File: src/osc_sel_pkg.sv
// constants, types and rule summary for the oscillator source selector
//
// Behaviour
// - the slow-crystal low-power bit selects quick-start when 0 and low-power mode when 1.
// - power-on reset clears the slow-crystal low-power bit so the watch crystal starts in quick-start.
// - the watch crystal keeps running whatever the low-power bit holds; only start-up is longer.
// - the internal fast rc runs at 4, 8 or 12 MHz chosen by configuration option.
// - with the internal fast rc as system clock, port_a_bit5 and port_a_bit6 are free i/o; here both stay oscillator pins when the watch crystal sits on them.
// - with the external resistor oscillator, only osc_pin_a (port_a_bit6) is used and port_a_bit5 stays i/o.
// - on parts with dedicated watch pins an option chooses watch crystal or plain i/o for them.
// - on small parts the watch crystal is only available together with the internal fast rc.
// - on parts with dedicated watch pins the watch crystal may pair with any fast oscillator.
// - idle or sleep stops the system clock while the watch crystal may keep timers running.
// - the oscillators also supply clocks for the watchdog and the time base.
// - there are five oscillators: three fast, a 32768 Hz watch crystal and a 13 kHz internal rc.
// - the external crystal and resistor oscillators cover 400 kHz to 12 MHz.
// - the speed select bit picks the fast oscillator when 0, and the watch crystal with the fast one stopped when 1.
package osc_sel_pkg;
    // register map over the plain port
    localparam logic [7:0] ADDR_SYSTEM_CONTROL_REG_0 = 8'h00;
    localparam logic [7:0] ADDR_STATUS = 8'h01;
    // control register fields and reset values
    localparam int SPEED_SEL_BIT = 0;
    localparam int LOW_POWER_BIT = 1;
    localparam logic [7:0] SYSTEM_CONTROL_REG_0_RESET = 8'h00;
    localparam logic [7:0] SYSTEM_CONTROL_REG_0_MASK = 8'h03;
    // status register fields
    localparam int ST_FAST_RUN_BIT = 0;
    localparam int ST_SLOW_RUN_BIT = 1;
    localparam int ST_SYS_GATE_BIT = 2;
    localparam int ST_SLOW_SYS_BIT = 3;
    localparam int ST_LP_BIT = 4;
    // fast oscillator choices (configuration option)
    typedef enum logic [1:0] {
        FAST_XTAL = 2'h0,
        FAST_EXT_RC = 2'h1,
        FAST_INT_RC = 2'h2
    } fast_src_t;
    // internal fast rc frequency choices
    typedef enum logic [1:0] {
        RC_4MHZ = 2'h0,
        RC_8MHZ = 2'h1,
        RC_12MHZ = 2'h2
    } rc_freq_t;
    localparam int RC_4MHZ_KHZ = 4000;
    localparam int RC_8MHZ_KHZ = 8000;
    localparam int RC_12MHZ_KHZ = 12000;
    localparam int EXT_MIN_KHZ = 400;
    localparam int EXT_MAX_KHZ = 12000;
    localparam int WATCH_XTAL_HZ = 32768;
    localparam int SLOW_RC_HZ = 13000;
    // clock-source codes for watchdog and time base
    localparam logic [1:0] SRC_SYS = 2'h0;
    localparam logic [1:0] SRC_WATCH = 2'h1;
    localparam logic [1:0] SRC_SLOW_RC = 2'h2;
    // system clock mode state (one-hot)
    typedef enum logic [3:0] {
        ST_FAST = 4'h1,
        ST_SLOW = 4'h2,
        ST_IDLE = 4'h4,
        ST_SLEEP = 4'h8
    } mode_t;
endpackage

File: src/osc_pins_if.sv
// pin-release information passed from the selector to the pin mapper
`timescale 1ns/1ps
interface osc_pins_if;
    logic [1:0] fast_src;
    logic watch_on_main;
    logic watch_pins_osc;
    logic pa5_io;
    logic pa6_io;
    logic xt_io;
    modport ctrl (output fast_src, output watch_on_main, output watch_pins_osc, input pa5_io, input pa6_io,
        input xt_io);
    modport map (input fast_src, input watch_on_main, input watch_pins_osc, output pa5_io, output pa6_io,
        output xt_io);
endinterface

File: src/osc_source_select.sv
// oscillator source selection, low-power control and system clock gating
`timescale 1ns/1ps
module osc_source_select (
    input wire logic CLK,
    input wire logic RST_B,
    // configuration options
    input wire logic [1:0] CFG_FAST_SRC,
    input wire logic [1:0] CFG_RC_FREQ,
    input wire logic CFG_WATCH_EN,
    input wire logic CFG_DEDICATED_PINS,
    input wire logic CFG_WATCH_PINS_OSC,
    input wire logic CFG_SLOW_RC_EN,
    input wire logic CFG_WDT_SRC_SYS,
    // power-down request from the core
    input wire logic HALT,
    input wire logic WAKE,
    input wire logic WATCH_KEEP_IN_HALT,
    // register port
    input wire logic [7:0] ADDR,
    input wire logic [7:0] WDATA,
    input wire logic WR,
    input wire logic RD,
    output logic [7:0] RDATA,
    // oscillator controls
    output logic FAST_OSC_EN,
    output logic [1:0] FAST_OSC_SRC,
    output logic [1:0] RC_FREQ_SEL,
    output logic WATCH_OSC_EN,
    output logic WATCH_LOW_POWER,
    output logic SLOW_RC_EN,
    output logic SYS_CLK_EN,
    output logic SYS_CLK_SLOW,
    output logic [1:0] WDT_CLK_SRC,
    output logic [1:0] TB_CLK_SRC,
    // pin functions
    output logic PA5_IS_IO,
    output logic PA6_IS_IO,
    output logic WATCH_PINS_IS_IO
);
    logic [7:0] system_control_reg_0_ff;
    logic [7:0] rdata_ff;
    logic [7:0] nxt_rdata;
    osc_sel_pkg::mode_t mode_ff;
    osc_sel_pkg::mode_t nxt_mode;
    logic watch_allowed;
    logic speed_sel;
    logic low_power;
    logic watch_run;
    logic halted;
    logic fast_en_ff;
    logic watch_en_ff;
    logic sys_en_ff;
    logic sys_slow_ff;
    logic [1:0] fast_src_ff;
    logic [1:0] rc_freq_ff;
    logic [1:0] wdt_src_ff;
    logic [1:0] tb_src_ff;
    osc_pins_if pins_if ();

    // legal fast source decode; unknown codes fall back to the internal rc
    function automatic logic [1:0] legal_src(input logic [1:0] code);
        if (code == osc_sel_pkg::FAST_XTAL || code == osc_sel_pkg::FAST_EXT_RC)
        begin
            legal_src = code;
        end
        else
        begin
            legal_src = osc_sel_pkg::FAST_INT_RC;
        end
    endfunction

    // watch crystal availability per part type
    always_comb
    begin
        if (!CFG_WATCH_EN)
        begin
            watch_allowed = 1'b0;
        end
        else if (CFG_DEDICATED_PINS)
        begin
            watch_allowed = CFG_WATCH_PINS_OSC;
        end
        else
        begin
            watch_allowed = (legal_src(CFG_FAST_SRC) == osc_sel_pkg::FAST_INT_RC);
        end
    end

    // speed select only counts where a watch crystal exists
    assign speed_sel = system_control_reg_0_ff[osc_sel_pkg::SPEED_SEL_BIT] & watch_allowed;
    assign low_power = system_control_reg_0_ff[osc_sel_pkg::LOW_POWER_BIT];
    assign halted = (mode_ff == osc_sel_pkg::ST_IDLE) || (mode_ff == osc_sel_pkg::ST_SLEEP);

    // control register write
    always_ff @(posedge CLK)
    begin
        if (!RST_B)
        begin
            system_control_reg_0_ff <= osc_sel_pkg::SYSTEM_CONTROL_REG_0_RESET;
        end
        else if (WR && ADDR == osc_sel_pkg::ADDR_SYSTEM_CONTROL_REG_0)
        begin
            system_control_reg_0_ff <= WDATA & osc_sel_pkg::SYSTEM_CONTROL_REG_0_MASK;
        end
    end

    // operating mode transitions
    always_comb
    begin
        nxt_mode = mode_ff;
        case (mode_ff)
            osc_sel_pkg::ST_FAST:
            begin
                if (HALT)
                    nxt_mode = (watch_allowed && (!CFG_DEDICATED_PINS || WATCH_KEEP_IN_HALT))
                        ? osc_sel_pkg::ST_IDLE : osc_sel_pkg::ST_SLEEP;
                else if (speed_sel)
                    nxt_mode = osc_sel_pkg::ST_SLOW;
            end
            osc_sel_pkg::ST_SLOW:
            begin
                if (HALT)
                    nxt_mode = (!CFG_DEDICATED_PINS || WATCH_KEEP_IN_HALT)
                        ? osc_sel_pkg::ST_IDLE : osc_sel_pkg::ST_SLEEP;
                else if (!speed_sel)
                    nxt_mode = osc_sel_pkg::ST_FAST;
            end
            osc_sel_pkg::ST_IDLE, osc_sel_pkg::ST_SLEEP:
            begin
                if (WAKE)
                    nxt_mode = speed_sel ? osc_sel_pkg::ST_SLOW : osc_sel_pkg::ST_FAST;
            end
            default:
            begin
                nxt_mode = osc_sel_pkg::ST_FAST;
            end
        endcase
    end

    // mode register
    always_ff @(posedge CLK)
    begin
        if (!RST_B)
        begin
            mode_ff <= osc_sel_pkg::ST_FAST;
        end
        else
        begin
            mode_ff <= nxt_mode;
        end
    end

    // watch crystal runs where allowed unless sleeping; low-power bit never stops it
    assign watch_run = watch_allowed && (nxt_mode != osc_sel_pkg::ST_SLEEP);

    // oscillator enables and system clock gating
    always_ff @(posedge CLK)
    begin
        if (!RST_B)
        begin
            fast_en_ff <= 1'b1;
            watch_en_ff <= 1'b0;
            sys_en_ff <= 1'b1;
            sys_slow_ff <= 1'b0;
        end
        else
        begin
            fast_en_ff <= (nxt_mode == osc_sel_pkg::ST_FAST);
            watch_en_ff <= watch_run;
            sys_en_ff <= (nxt_mode == osc_sel_pkg::ST_FAST) || (nxt_mode == osc_sel_pkg::ST_SLOW);
            sys_slow_ff <= (nxt_mode == osc_sel_pkg::ST_SLOW);
        end
    end

    // fast source and internal rc frequency latched from options
    always_ff @(posedge CLK)
    begin
        if (!RST_B)
        begin
            fast_src_ff <= osc_sel_pkg::FAST_INT_RC;
            rc_freq_ff <= osc_sel_pkg::RC_4MHZ;
        end
        else
        begin
            fast_src_ff <= legal_src(CFG_FAST_SRC);
            rc_freq_ff <= (CFG_RC_FREQ == osc_sel_pkg::RC_12MHZ) ? osc_sel_pkg::RC_12MHZ
                : ((CFG_RC_FREQ == osc_sel_pkg::RC_8MHZ) ? osc_sel_pkg::RC_8MHZ : osc_sel_pkg::RC_4MHZ);
        end
    end

    // watchdog and time-base clock sources
    always_ff @(posedge CLK)
    begin
        if (!RST_B)
        begin
            wdt_src_ff <= osc_sel_pkg::SRC_SYS;
            tb_src_ff <= osc_sel_pkg::SRC_SYS;
        end
        else
        begin
            if (CFG_WDT_SRC_SYS || !CFG_SLOW_RC_EN)
                wdt_src_ff <= osc_sel_pkg::SRC_SYS;
            else
                wdt_src_ff <= osc_sel_pkg::SRC_SLOW_RC;
            tb_src_ff <= watch_run ? osc_sel_pkg::SRC_WATCH : osc_sel_pkg::SRC_SYS;
        end
    end

    // read data, valid the cycle after the strobe
    always_comb
    begin
        nxt_rdata = 8'h00;
        if (ADDR == osc_sel_pkg::ADDR_SYSTEM_CONTROL_REG_0)
        begin
            nxt_rdata = system_control_reg_0_ff;
        end
        else if (ADDR == osc_sel_pkg::ADDR_STATUS)
        begin
            nxt_rdata[osc_sel_pkg::ST_FAST_RUN_BIT] = fast_en_ff;
            nxt_rdata[osc_sel_pkg::ST_SLOW_RUN_BIT] = watch_en_ff;
            nxt_rdata[osc_sel_pkg::ST_SYS_GATE_BIT] = sys_en_ff;
            nxt_rdata[osc_sel_pkg::ST_SLOW_SYS_BIT] = sys_slow_ff;
            nxt_rdata[osc_sel_pkg::ST_LP_BIT] = low_power;
        end
    end

    always_ff @(posedge CLK)
    begin
        if (!RST_B)
        begin
            rdata_ff <= 8'h00;
        end
        else if (RD)
        begin
            rdata_ff <= nxt_rdata;
        end
        else
        begin
            rdata_ff <= 8'h00;
        end
    end

    // pin mapper connection
    assign pins_if.fast_src = fast_src_ff;
    assign pins_if.watch_on_main = watch_allowed && !CFG_DEDICATED_PINS;
    assign pins_if.watch_pins_osc = CFG_DEDICATED_PINS && CFG_WATCH_PINS_OSC;

    osc_pin_map u_pin_map (
        .CLK(CLK),
        .RST_B(RST_B),
        .pins(pins_if.map)
    );

    // outputs
    assign RDATA = rdata_ff;
    assign FAST_OSC_EN = fast_en_ff;
    assign FAST_OSC_SRC = fast_src_ff;
    assign RC_FREQ_SEL = rc_freq_ff;
    assign WATCH_OSC_EN = watch_en_ff;
    assign WATCH_LOW_POWER = low_power;
    assign SLOW_RC_EN = CFG_SLOW_RC_EN;
    assign SYS_CLK_EN = sys_en_ff;
    assign SYS_CLK_SLOW = sys_slow_ff;
    assign WDT_CLK_SRC = wdt_src_ff;
    assign TB_CLK_SRC = tb_src_ff;
    assign PA5_IS_IO = pins_if.pa5_io;
    assign PA6_IS_IO = pins_if.pa6_io;
    assign WATCH_PINS_IS_IO = pins_if.xt_io;
endmodule // osc_source_select

File: src/osc_pin_map.sv
// decides which oscillator pins revert to general i/o
`timescale 1ns/1ps
module osc_pin_map (
    input wire logic CLK,
    input wire logic RST_B,
    osc_pins_if.map pins
);
    logic nxt_pa5;
    logic nxt_pa6;
    logic pa5_ff;
    logic pa6_ff;
    logic xt_ff;

    // pin release decode
    always_comb
    begin
        nxt_pa5 = 1'b0;
        nxt_pa6 = 1'b0;
        if (pins.watch_on_main)
        begin
            nxt_pa5 = 1'b0;
            nxt_pa6 = 1'b0;
        end
        else if (pins.fast_src == osc_sel_pkg::FAST_INT_RC)
        begin
            nxt_pa5 = 1'b1;
            nxt_pa6 = 1'b1;
        end
        else if (pins.fast_src == osc_sel_pkg::FAST_EXT_RC)
        begin
            nxt_pa5 = 1'b1;
            nxt_pa6 = 1'b0;
        end
    end

    // registered pin functions, all i/o held as oscillator at reset
    always_ff @(posedge CLK)
    begin
        if (!RST_B)
        begin
            pa5_ff <= 1'b0;
            pa6_ff <= 1'b0;
            xt_ff <= 1'b0;
        end
        else
        begin
            pa5_ff <= nxt_pa5;
            pa6_ff <= nxt_pa6;
            xt_ff <= ~pins.watch_pins_osc;
        end
    end

    assign pins.pa5_io = pa5_ff;
    assign pins.pa6_io = pa6_ff;
    assign pins.xt_io = xt_ff;
endmodule // osc_pin_map

File: config.mk
export PLATFORM = sky130hd
export DESIGN_NAME = osc_source_select
export DESIGN_NICKNAME = d
export VERILOG_FILES = /design/src/osc_sel_pkg.sv /design/src/osc_pins_if.sv /design/src/osc_source_select.sv /design/src/osc_pin_map.sv
export SDC_FILE = /design/constraint.sdc
export NUM_CORES = 1
export LEC_CHECK = 0
export ABC_AREA = 1
export BUFFER_PORTS_ARGS = -buffer_cell sky130_fd_sc_hd__buf_2
export CORE_MARGIN = 4
export CORE_UTILIZATION = 44
export DETAILED_ROUTE_END_ITERATION = 16
export PLACE_DENSITY = 0.8
export SLEW_MARGIN = 10
export SYNTH_ARGS = -nofsm -noshare
export SYNTH_HDL_FRONTEND = slang
export SYNTH_HIERARCHICAL = 1
export SYNTH_SLANG_ARGS = --single-unit
File: constraint.sdc
create_clock -name CLK -period 1.4 [get_ports CLK]
set_clock_uncertainty 0.05 [all_clocks]
set_input_delay 0.14 -clock CLK [delete_from_list [all_inputs] [get_ports CLK]]
set_output_delay 0.14 -clock CLK [all_outputs]
set_load 0.005 [all_outputs]
# Word level (Yosys, flattened, before mapping)
# Cells that the tools add are included.
# W data, S select, Z words.
# classes
eq_ne,14
mux,23
bitwise,5
reduce_logical,18
# op_table
cell,n
$mux W4,7
$mux W2,8
$pmux W4 S3,1
$eq A4 B1 Y1 const B,2
$eq A4 B2 Y1 const B,2
$eq A8 B1 Y1 const B,1
$logic_not A8 Y1,1
$mux W1,7
$eq A2 B1 Y1 const B,3
$eq A2 B2 Y1 const B,3
$reduce_or A2 Y1,3
$logic_and A1 B1 Y1,5
$eq A4 B3 Y1 const B,1
$eq A4 B4 Y1 const B,1
$logic_or A1 B1 Y1,4
$ne A4 B4 Y1 const B,1
$not A1 Y1,4
$reduce_or A3 Y1,1
$logic_not A1 Y1,2
$logic_not A2 Y1,1
$reduce_and A2 Y1,1
$and A1 B1 Y1,1
# word_totals
in_bits,32
output_inout_bits,25
wordCells,76
ff_bits,26

# Longest topological paths before layout
# Gate-level depths: netlist (run 1).
# logic_depth
word_depth,15
depth_mapped,9
ltp_nobuf,9

# Cells and area by module
# The synthesis (run 1) kept the hierarchy.
# modules_own_cells
module,n_inst,cells_each,seq_area_each_um2,area_per_inst_um2
osc_source_select,1,135,400.4,984.7
osc_pin_map,1,12,60.1,102.6

# Least setup slack after synthesis (run 1)
# OpenSTA, ideal clock, no wires.
# synth_path
path_type,reg2reg
startpoint,reg mode_ff[2]
endpoint,reg sys_slow_ff (netlist: SYS_CLK_SLOW)
required_time_ps,1286
slack_ps,363
synth_period_minus_slack_ps,1037
path_stages_with_launch,8
path_buffers,0
arrival_ps,923
path_cell_list,dfxtp_1 -> nor2_4 -> nand3_2 -> nand2_1 -> nand2_2 -> nand2_2 -> nand3_2 -> nor2_1
# synth_via
elab_chain_cells,4
elab_cells_between_ends,12
cone_classes,eq/ne: 5; mux: 6; reduce/logical: 1
# synth_rtl
element,line,source
from (decl),osc_source_select.sv:43,osc_sel_pkg::mode_t mode_ff;
from (signal assigned),osc_source_select.sv:145,mode_ff <= osc_sel_pkg::ST_FAST;
from (signal assigned),osc_source_select.sv:149,mode_ff <= nxt_mode;
"$eq A4 B3 Y1, or another cell as far along",osc_source_select.sv:111,case (mode_ff)
"$reduce_or A2 Y1, or another cell as far along",osc_source_select.sv:111,
$pmux W4 S3 *,osc_source_select.sv:111,
$eq A4 B2 Y1 *,osc_source_select.sv:171,sys_slow_ff <= (nxt_mode == osc_sel_pkg::ST_SLOW);
to (signal assigned),osc_source_select.sv:171,
to (decl),osc_source_select.sv:53,logic sys_slow_ff;
# Mark *: on every way between the ends. The rest lies on a longest branch, timed or not.
# A chain may end at the register's enable or synchronous reset.

# Worst setup path after layout (run 1)
# layout_path
startpoint,in CFG_RC_FREQ[0]
endpoint,reg rc_freq_ff[0] (netlist: RC_FREQ_SEL[0])
# layout_via
elab_chain_cells,2
elab_cells_between_ends,4
cone_classes,eq/ne: 2; mux: 1; reduce/logical: 1
# layout_rtl
element,line,source
from (decl),osc_source_select.sv:8,"input wire logic [1:0] CFG_RC_FREQ,"
$eq A2 B1 Y1 or $eq A2 B2 Y1 (tied branches),"osc_source_select.sv:187, osc_source_select.sv:186",
$mux W1 or $reduce_or A2 Y1 (tied branches),n/a,
to (signal assigned),osc_source_select.sv:181,rc_freq_ff <= osc_sel_pkg::RC_4MHZ;
to (signal assigned),osc_source_select.sv:186,rc_freq_ff <= (CFG_RC_FREQ == osc_sel_pkg::RC_12MHZ) ? osc_sel_pkg::RC_12MHZ
to (decl),osc_source_select.sv:55,logic [1:0] rc_freq_ff;
# Parallel ways exist; a longest one is shown, timed or not.

==> run summary, run 1 <==
Status: completed
CP required: 1.56 ns
Row count: 17
Max Cap Violations: 0
Die ar.: 0.00333 sq mm
GR Overflow Total: 0
Longest Clk Path Bufs: 2
Routed vias/inst: 4.62
Setup Viol. Count Final: 0
Post-DRT Antenna Nets: 0
CTS Buf Count: 3
Syn. warnings: 6
Residual DRC count: 0
End of the worst register-to-register path: mode_ff[1]$_SDFF_PN0_
Most frequent cells in the layout: buf_2, nand2_1, nor2_1, dfxtp_1, inv_1
Sequential share of power: 56.4%
PwrDens: 903 mW/mm^2
# IOs: 57
RR Startpoint: mode_ff[2]$_SDFF_PN0_
CTS tree: yes
Cell count of the worst reg-to-reg path: 7
Post-Syn Area per Cell: 7.40 sq um
Peak Freq: 799 MHz
Layout cell share with drive strength beyond 1: 36.4%
Tot Pwr: 1.26 mW
Cell area after synthesis: 0.00109 sq mm
RSZ-0062 raised after global routing: false
Worst Setup SP: CFG_RC_FREQ[0]
Sum of negative setup slack: 0 ns
GPL Wtd Cong: 0.834
CP endpoint: RC_FREQ_SEL[0]$_SDFF_PP0_
Vias: 1044
Initial antenna violation count: 0
Fin crit share: 89.4%
Tmin final: 1.25 ns
Final Hold Viols: 0
Latest clock arrival within the worst-skew pair: 0.30 ns
Setup bufs post-CTS: 0
Post-synthesis sequential area ratio: 42.3%
Area of the core: 0.00228 sq mm
Critical path class: in2reg
Starting Density: 47.8%
Layout Cells excl Fill: 226
Vias in the first global route: 918
Clock Power Share: 23.8%
Post-Syn Instances: 147
Pint: 0.901 mW
First-pass GRT wire length: 3790 microns
IR drop worst, VDD: 0.000481 V
Critical Path AT: 1.41 ns
CTS sink cnt: 23
NetSw: 0.354 mW
Worst Hold Slack: 0.0135 ns
Port buffer count: 45
Initial DRC count: 35
CTS clk-pin slew, worst paths: 0.13 ns
H-tree levels: 1
Diode count: 0
Reg2reg setup slack: 0.23 ns
Final net count: 232
Sw frac: 28.2%
Slew Viols, Final: 0
Placed cells: 217
Drt total wl: 2320 microns
Worst Setup End Kind: flop
Logic pwr share: 19.8%
Library cells used by synthesis: 21
Startpoint Class: primary input
GRT Total Usage: 13.9%
Die height: 57.7 microns
Synth Register Bits: 23
Pre-Repair DR Iteration Count: 4
DP Wirelength: 1910 microns
Worst min-delay path class: in2reg
Drt wl/cell: 10.3 microns
Most common cell after layout, fill and taps aside: buf_2
Resized Gates After CTS: 0
Pleak: 0.741 nW
Die width: 57.7 microns
Worst Path Max Fanout: 2
Largest net degree at the start of global routing: 14
Root Buffer: clkbuf_4
Syn-to-layout area delta: 27.8%
==> power by group through the flow <==
stage / registers (mW) / logic [mW] / clock network (mW)
5_1_grt: 0.713 / 0.277 / 0.345
6_report: 0.708 / 0.248 / 0.298
4_1_cts: 0.708 / 0.248 / 0.306
3_5_place_dp: 0.722 / 0.238 / 0
3_3_place_gp: 0.721 / 0.230 / 0
2_1_floorplan: 0.724 / 0.154 / 0
==> cell type report <==
type | count | area, sq um
inverter | 25 | 93.8
timing repair buffer | 51 | 283
fill | 192 | 886
sequential | 23 | 460
clock buffer | 3 | 22.5
tap | 28 | 35.0
clock inverter | 1 | 5.00
multi-input combinational | 95 | 490
==> per-layer routing <==
metal  routed length, microns  vias up  GRT usage, %
met3                      212        2          3.12
met5                        0        -             0
met4                       17        0          4.30
li1                         -      546             -
met1                      933      454          16.2
met2                     1160       42          25.2
==> what timing repair did <==
action / 4_1_cts / 5_1_grt
endpoints found under the hold margin: 4 / 0
hold buffers: 5 / 0
setup endpoints to repair: 0 / 0
==> stage by stage <==
step | cell area [sq um] | util (%) | setup slack, ns
3_3_place_gp | 1310 | 57.7 | 0.297
2_1_floorplan | 1100 | - | 0.363
6_report | 1390 | 61.1 | 0.148
3_5_place_dp | 1310 | 57.7 | 0.258
4_1_cts | 1390 | 61.1 | 0.152
5_1_grt | 1390 | 61.1 | 0.139
==> sequential cells by signal, indices dropped and copies added, names as in the netlist <==
name                     count
FAST_OSC_SRC                 2
u_pin_map/pins.pa5_io        1
system_control_reg_0_ff      2
RC_FREQ_SEL                  2
RDATA                        5
SYS_CLK_SLOW                 1
WDT_CLK_SRC                  1
FAST_OSC_EN                  1
u_pin_map/pins.xt_io         1
SYS_CLK_EN                   1
mode_ff                      4
WATCH_OSC_EN                 1
u_pin_map/pins.pa6_io        1
==> worst max-delay path, cell delays in order <==
cell	delay, ns
dlygate4sd3_1	0.53
buf_2	0.13
nand2_1	0.05
nor2_1	0.03
dlygate4sd3_1	0.53
==> cells by family after synthesis <==
logic type	synth area share (%)
AND/OR/NAND/NOR	39.9
buffers and inverters	13.9
flip-flops	42.3
AO/OA/AOI/OAI	2.30
adder cells (fa/ha/maj)	1.15
other	0.345
==> Yosys cell counts <==
cell     instances  area (sq um)
nand2_1         25          93.8
nor2_1          24          90.1
dfxtp_1         23           460
inv_1           21          78.8
nand3_1          8          40.0
buf_4            7          52.6
nand2_2          7          43.8
nand4_1          7          43.8
a21oi_1          5          25.0
inv_2            4          15.0
nand3_2          4          40.0
nor2_2           3          18.8
buf_2            1          5.00
conb_1           1          3.75
ha_1             1          12.5
nand2_4          1          11.3
nand3_4          1          17.5
nor2_4           1          11.3
nor3_1           1          5.00
nor4_2           1          12.5
or2_1            1          6.26
==> worst min path at each step <==
stage / end / start / cells past startpoint / slack, ns
after floorplan: RC_FREQ_SEL[0]$_SDFF_PP0_ / CFG_RC_FREQ[1] / 1 / 0.16
after global placement: WDT_CLK_SRC[1]$_SDFF_PN0_ / CFG_WDT_SRC_SYS / 2 / 0.25
after detailed placement: WDT_CLK_SRC[1]$_SDFF_PN0_ / CFG_WDT_SRC_SYS / 2 / 0.25
after CTS: WDT_CLK_SRC[1]$_SDFF_PN0_ / CFG_SLOW_RC_EN / 3 / 0.009
after global routing: FAST_OSC_SRC[1]$_SDFF_PN1_ / CFG_FAST_SRC[1] / 2 / 0.02
final: FAST_OSC_SRC[1]$_SDFF_PN1_ / CFG_FAST_SRC[1] / 2 / 0.01
Power figures use the tool's default switching activity.
==> run 2, diff against run 1 <==
ABC_AREA = default   (was 1)
CELL_PAD_IN_SITES_DETAIL_PLACEMENT = 1   (was default)
CELL_PAD_IN_SITES_GLOBAL_PLACEMENT = 1   (was default)
CORE_UTILIZATION = 30   (was 44)
==> run 2 against run 1 <==
The flow now finishes with violations (negative setup slack). Sequential power about the same. Worst setup slack worse by 0.17 ns. First-iteration DRC count is 29% lower. Maximum frequency shrank 12%. Power shrank 1.5%. Sequential share of layout area is 0.062 points higher. Critical path type is now reg2reg.
==> run summary, run 2 <==
Synth Register Bits: 23
Multi-input gate area: 538 sq um
Worst-path cell chain: buf_4 -> or3_1 -> a2bb2oi_1 -> a21boi_1
Layout Cells excl Fill: 199
Fin crit share: 102%
Drt wl/cell: 13.4 microns
Cell count of the worst reg-to-reg path: 4
Die height: 65 microns
Port buffer count: 45
H-tree levels: 1
End of the worst register-to-register path: mode_ff[2]$_SDFF_PN0_
Final worst slack: -0.0224 ns
Initial DRC count: 25
Library cells used by synthesis: 36
Post-synth top area cell: dfxtp_1
Reg area: 469 sq um
Status: finished, violations left
CTS tree: yes
Row count: 20
Main synth FF type: dfxtp_1
CTS clk-pin slew, worst paths: 0.12 ns
Synth Area in Compound Gates: 9.37%
Starting Density: 31.7%
Post-Syn Instances: 102
GPL Wtd Cong: 0.696
Setup Viol. Count Final: 3
Failing checks: negative setup slack
Post-Syn Area per Cell: 9.56 sq um
CP max-delay cell: or3_1
Largest stage delay, worst path: 0.42 ns
Fin area: 0.00141 sq mm
Largest family of logic cells by synthesized area: simple AND/OR/NAND/NOR gates
Pleak: 0.685 nW
Root Buffer: clkbuf_4
Startpoint Class: flop
Longest Clk Path Bufs: 2
Latest clock arrival within the worst-skew pair: 0.30 ns
EDFF count, synth: 0
Residual DRC count: 0
Synth Area in XOR/XNOR: 0.899%
DP Wirelength: 2060 microns
Largest net degree at the start of global routing: 17
Worst Setup End Kind: flop
Reg2reg setup slack: -0.02 ns
Die width: 65 microns
Syn. warnings: 6
Vias: 905
Ys async rst share: 0%
Simple-Gate Fraction of Synth Area: 28.1%
CTS sink cnt: 23
Worst Path Max Fanout: 5
Placed cells: 189
GRT Total Usage: 12.8%
CTS Buf Count: 3
RSZ-0062 raised after global routing: true
CP required: 1.57 ns
Final Hold Viols: 0
Hold endpoint: RC_FREQ_SEL[0]$_SDFF_PP0_
# IOs: 57
Most frequent cell after synthesis: dfxtp_1
Area of the core: 0.00308 sq mm
Routed vias/inst: 4.55
Max FFs per register: 5
Slew Viols, Final: 0
Worst Hold Depth: 3
Critical path class: reg2reg
Post-DRT Antenna Nets: 0
Final net count: 189
Peak Freq: 703 MHz
Initial antenna violation count: 0
Most common cell after layout, fill and taps aside: buf_2
Max Cap Violations: 0
Syn-to-layout area delta: 45.1%
Synth top cells by count: dfxtp_1, nor2_1, buf_4, and3_1, inv_1
Largest cells by area after synthesis: dfxtp_1, buf_4, mux2i_1
Top cell type's share of synthesized area: 47.2%
Pre-Repair DR Iteration Count: 3
First-pass GRT wire length: 4210 microns
IR drop worst, VDD: 0.000265 V
Area post-placement: 0.00123 sq mm
Cell area after synthesis: 975 sq um
GR Overflow Total: 0
Diode count: 0
Post-synthesis mux area share: 4.11%
Post-synthesis sequential area ratio: 47.2%
Vias in the first global route: 937
Layout cell share with drive strength beyond 1: 43.2%
Most frequent cells in the layout: buf_2, dfxtp_1, nor2_1, inv_1, and3_1
Drt total wl: 2660 microns
HP Start: CFG_RC_FREQ[0]
Worst min-delay path class: in2reg
PwrDens: 874 mW/mm^2
RR Startpoint: mode_ff[0]$_SDFF_PN1_
Fillers: 371
Tmin final: 1.42 ns
Die ar.: 0.00423 sq mm
Adder-cell area share of the yosys netlist: 1.28%
Pre-CTS setup slack: -0.0659 ns
Critical Path AT: 1.59 ns
==> run 2: what timing repair did <==
action,CTS,global route
endpoints found under the setup margin,6,8
hold buffers,4,0
pin swaps,1,7
setup buffers,0,2
gates cloned,0,0
hold endpoints to repair,3,0
resized for setup,10,9
==> run 2: kinds of logic after synthesis <==
kind of cell | after synthesis
and+or+nand+nor | 44
DFF | 23
buffers and inverters | 15
AOI/OAI and AO/OA | 13
muxes | 4
adders and majority gates | 1
other | 1
xor gates and xnor gates | 1
==> run 2: area by class of cell <==
type                    count  area share, %
inverters                   6           1.59
flip-flops and latches     23           33.2
multi-input cells          68           38.1
well taps                  44           3.89
repair buffers             54           21.4
clock buffers               4           1.86
==> run 2: worst max-delay path by stage <==
stage	from	end	slack, ns	cells past startpoint
6_report	mode_ff[0]$_SDFF_PN1_	mode_ff[2]$_SDFF_PN0_	-0.02	4
5_1_grt	mode_ff[0]$_SDFF_PN1_	mode_ff[2]$_SDFF_PN0_	-0.08	4
4_1_cts	mode_ff[2]$_SDFF_PN0_	mode_ff[0]$_SDFF_PN1_	0.0009	4
3_5_place_dp	mode_ff[2]$_SDFF_PN0_	mode_ff[0]$_SDFF_PN1_	-0.07	4
3_3_place_gp	mode_ff[2]$_SDFF_PN0_	FAST_OSC_EN$_SDFF_PN1_	0.009	4
2_1_floorplan	mode_ff[1]$_SDFF_PN0_	WATCH_OSC_EN$_SDFF_PN0_	0.08	5
==> run 2: worst max-delay path, delay by kind of cell, from the launching register on <==
| kind | cells | cell delay [ns] |
|---|---|---|
| buf+inv | 1 | 0.16 |
| compound gates | 2 | 0.33 |
| flops | 1 | 0.38 |
| simple gates | 1 | 0.42 |
==> run 2: metal layers <==
layer | wire (microns) | global-route usage (%)
met4 | 29 | 7.12
met3 | 230 | 2.60
met2 | 1400 | 22.9
met1 | 1000 | 13.8
met5 | 0 | 0
==> run 2: through the flow <==
| step | hold slack (ns) | setup TNS, ns | utilization (%) | power, mW |
|---|---|---|---|---|
| finish | 0.0100 | -0.0440 | 45.9 | 1.24 |
| global route | 0.0159 | -0.321 | 45.9 | 1.31 |
| floorplan | 0.162 | 0 | - | 0.815 |
| global placement | 0.248 | 0 | 40.0 | 0.888 |
| detailed placement | 0.252 | -0.137 | 40.0 | 0.900 |
| CTS | 0.00233 | 0 | 43.3 | 1.22 |
==> run 2: power by group <==
part / total [mW] / internal [mW] / switching [mW] / leakage, nW
Combinational: 0.232 / 0.125 / 0.107 / 0.480
Clock: 0.294 / 0.111 / 0.183 / 0.0150
Sequential: 0.710 / 0.684 / 0.0254 / 0.190
==> run 3, diff against run 2 <==
CORE_MARGIN = default   (was 4)
==> run 3 against run 2 <==
The flow now finishes without violations. Flip-flop and latch count stayed put. Sequential share of layout area rose by 0.78 points. Count of clock-buffer cells in the layout stayed put. Cell count fell by 0.50%. Die area decreased by 18%. Routed wire length fell by 7.1%. Register-to-register slack improved by 0.05 ns. Clock power is 1% lower. Combinational power shrank 8.6%. Global-route usage is 2.1 points higher. Worst setup slack gained 0.049 ns. Critical path depth unchanged. Largest cell class unchanged. Largest power group unchanged.
==> run summary, run 3 (synthesized netlist as in run 2, its figures left out) <==
Sum of negative setup slack: 0 ns
Cell count of the worst reg-to-reg path: 4
Worst Setup SP: mode_ff[3]$_SDFF_PN0_
HP Start: CFG_SLOW_RC_EN
Critical path class: reg2reg
Pleak: 0.668 nW
CP required: 1.59 ns
Largest net degree at the start of global routing: 17
Area of the core: 0.00308 sq mm
Worst Hold Depth: 3
Initial DRC count: 13
Worst Path Max Fanout: 7
Startpoint Class: flop
Tot Pwr: 1.21 mW
End of the worst register-to-register path: FAST_OSC_EN$_SDFF_PN1_
Slew Viols, Final: 0
GR Overflow Total: 0
Latest clock arrival within the worst-skew pair: 0.30 ns
Longest Clk Path Bufs: 2
Final worst slack: 0.0265 ns
CTS tree: yes
Peak Freq: 728 MHz
Drt total wl: 2470 microns
Fin crit share: 98.1%
Drt wl/cell: 12.5 microns
Final Hold Viols: 0
Final net count: 188
Diode count: 0
Most common cell after layout, fill and taps aside: buf_2
Layout Cells excl Fill: 198
Residual DRC count: 0
Routed vias/inst: 4.57
DP Wirelength: 1820 microns
Post-DRT Antenna Nets: 0
Worst Hold Slack: 0.00915 ns
# IOs: 57
Initial antenna violation count: 0
Status: completed
PwrDens: 875 mW/mm^2
Most frequent cells in the layout: buf_2, dfxtp_1, nor2_1, inv_1, and3_1
Hold endpoint: WDT_CLK_SRC[1]$_SDFF_PN0_
Setup Viol. Count Final: 0
Syn-to-layout area delta: 41.7%
RR Startpoint: mode_ff[3]$_SDFF_PN0_
Fin area: 0.00138 sq mm
Die ar.: 0.00348 sq mm
Vias: 905
Worst min-delay path class: in2reg
Port buffer count: 45
CTS sink cnt: 23
Area post-placement: 0.00123 sq mm
Worst Setup End Kind: flop
Row count: 20
IR drop worst, VDD: 0.000231 V
GRT Total Usage: 14.9%
Max Cap Violations: 0
First-pass GRT wire length: 3870 microns
Starting Density: 31.7%
Placed cells: 189
Die width: 59 microns
GPL Wtd Cong: 0.780
Die height: 59 microns
Layout cell share with drive strength beyond 1: 41.6%
Util after Layout: 44.9%
H-tree levels: 1
CTS Buf Count: 3
Root Buffer: clkbuf_4
Pre-Repair DR Iteration Count: 2
Tmin final: 1.37 ns
Pre-CTS setup slack: -0.0415 ns
RSZ-0062 raised after global routing: true
Setup bufs post-CTS: 0
CTS clk-pin slew, worst paths: 0.12 ns
Critical Path AT: 1.56 ns
Vias in the first global route: 920
Max FFs per register: 5
Reg2reg setup slack: 0.03 ns
## run 3: critical path, cell delays in order (launching register included)
cell and delay [ns]:
dfxtp_4 0.39, or4b_4 0.53, o2bb2ai_4 0.13, nor2_2 0.07
o21ai_1 0.14
## run 3: report_power, final
group / total, mW / internal [mW] / switching [mW]
clock: 0.290 / 0.111 / 0.179
sequential: 0.707 / 0.684 / 0.0229
combinational: 0.212 / 0.112 / 0.0995
## run 3: layer usage
layer	up-vias	GRT usage, %	wire length [microns]
met5	-	0	0
met4	0	7.14	46
met3	4	0.873	155
met2	40	29.9	1300
met1	418	15.4	969
li1	443	-	-
## run 3: layout make-up
type / count / area, sq um
flip-flops and latches: 23 / 469
clock buffers: 4 / 26.3
well taps: 44 / 55.1
repair buffers: 53 / 298
multi-input cells: 68 / 510
inverters: 6 / 22.5
fillers: 386 / 1700
## run 3: how the worst max path moves through the flow
stage	depth (start not counted)	slack, ns	to
detailed placement	4	-0.04	mode_ff[0]$_SDFF_PN1_
global route	4	-0.03	WATCH_OSC_EN$_SDFF_PN0_
global placement	4	0.01	FAST_OSC_EN$_SDFF_PN1_
CTS	4	0.005	WATCH_OSC_EN$_SDFF_PN0_
finish	4	0.03	FAST_OSC_EN$_SDFF_PN1_
floorplan	5	0.08	WATCH_OSC_EN$_SDFF_PN0_
## run 3: timing repair
item / in CTS / in global routing
pin swaps: 3 / 3
hold endpoints to repair: 4 / 0
gates resized for setup: 9 / 6
hold buffers: 5 / 0
setup endpoints to repair: 5 / 8
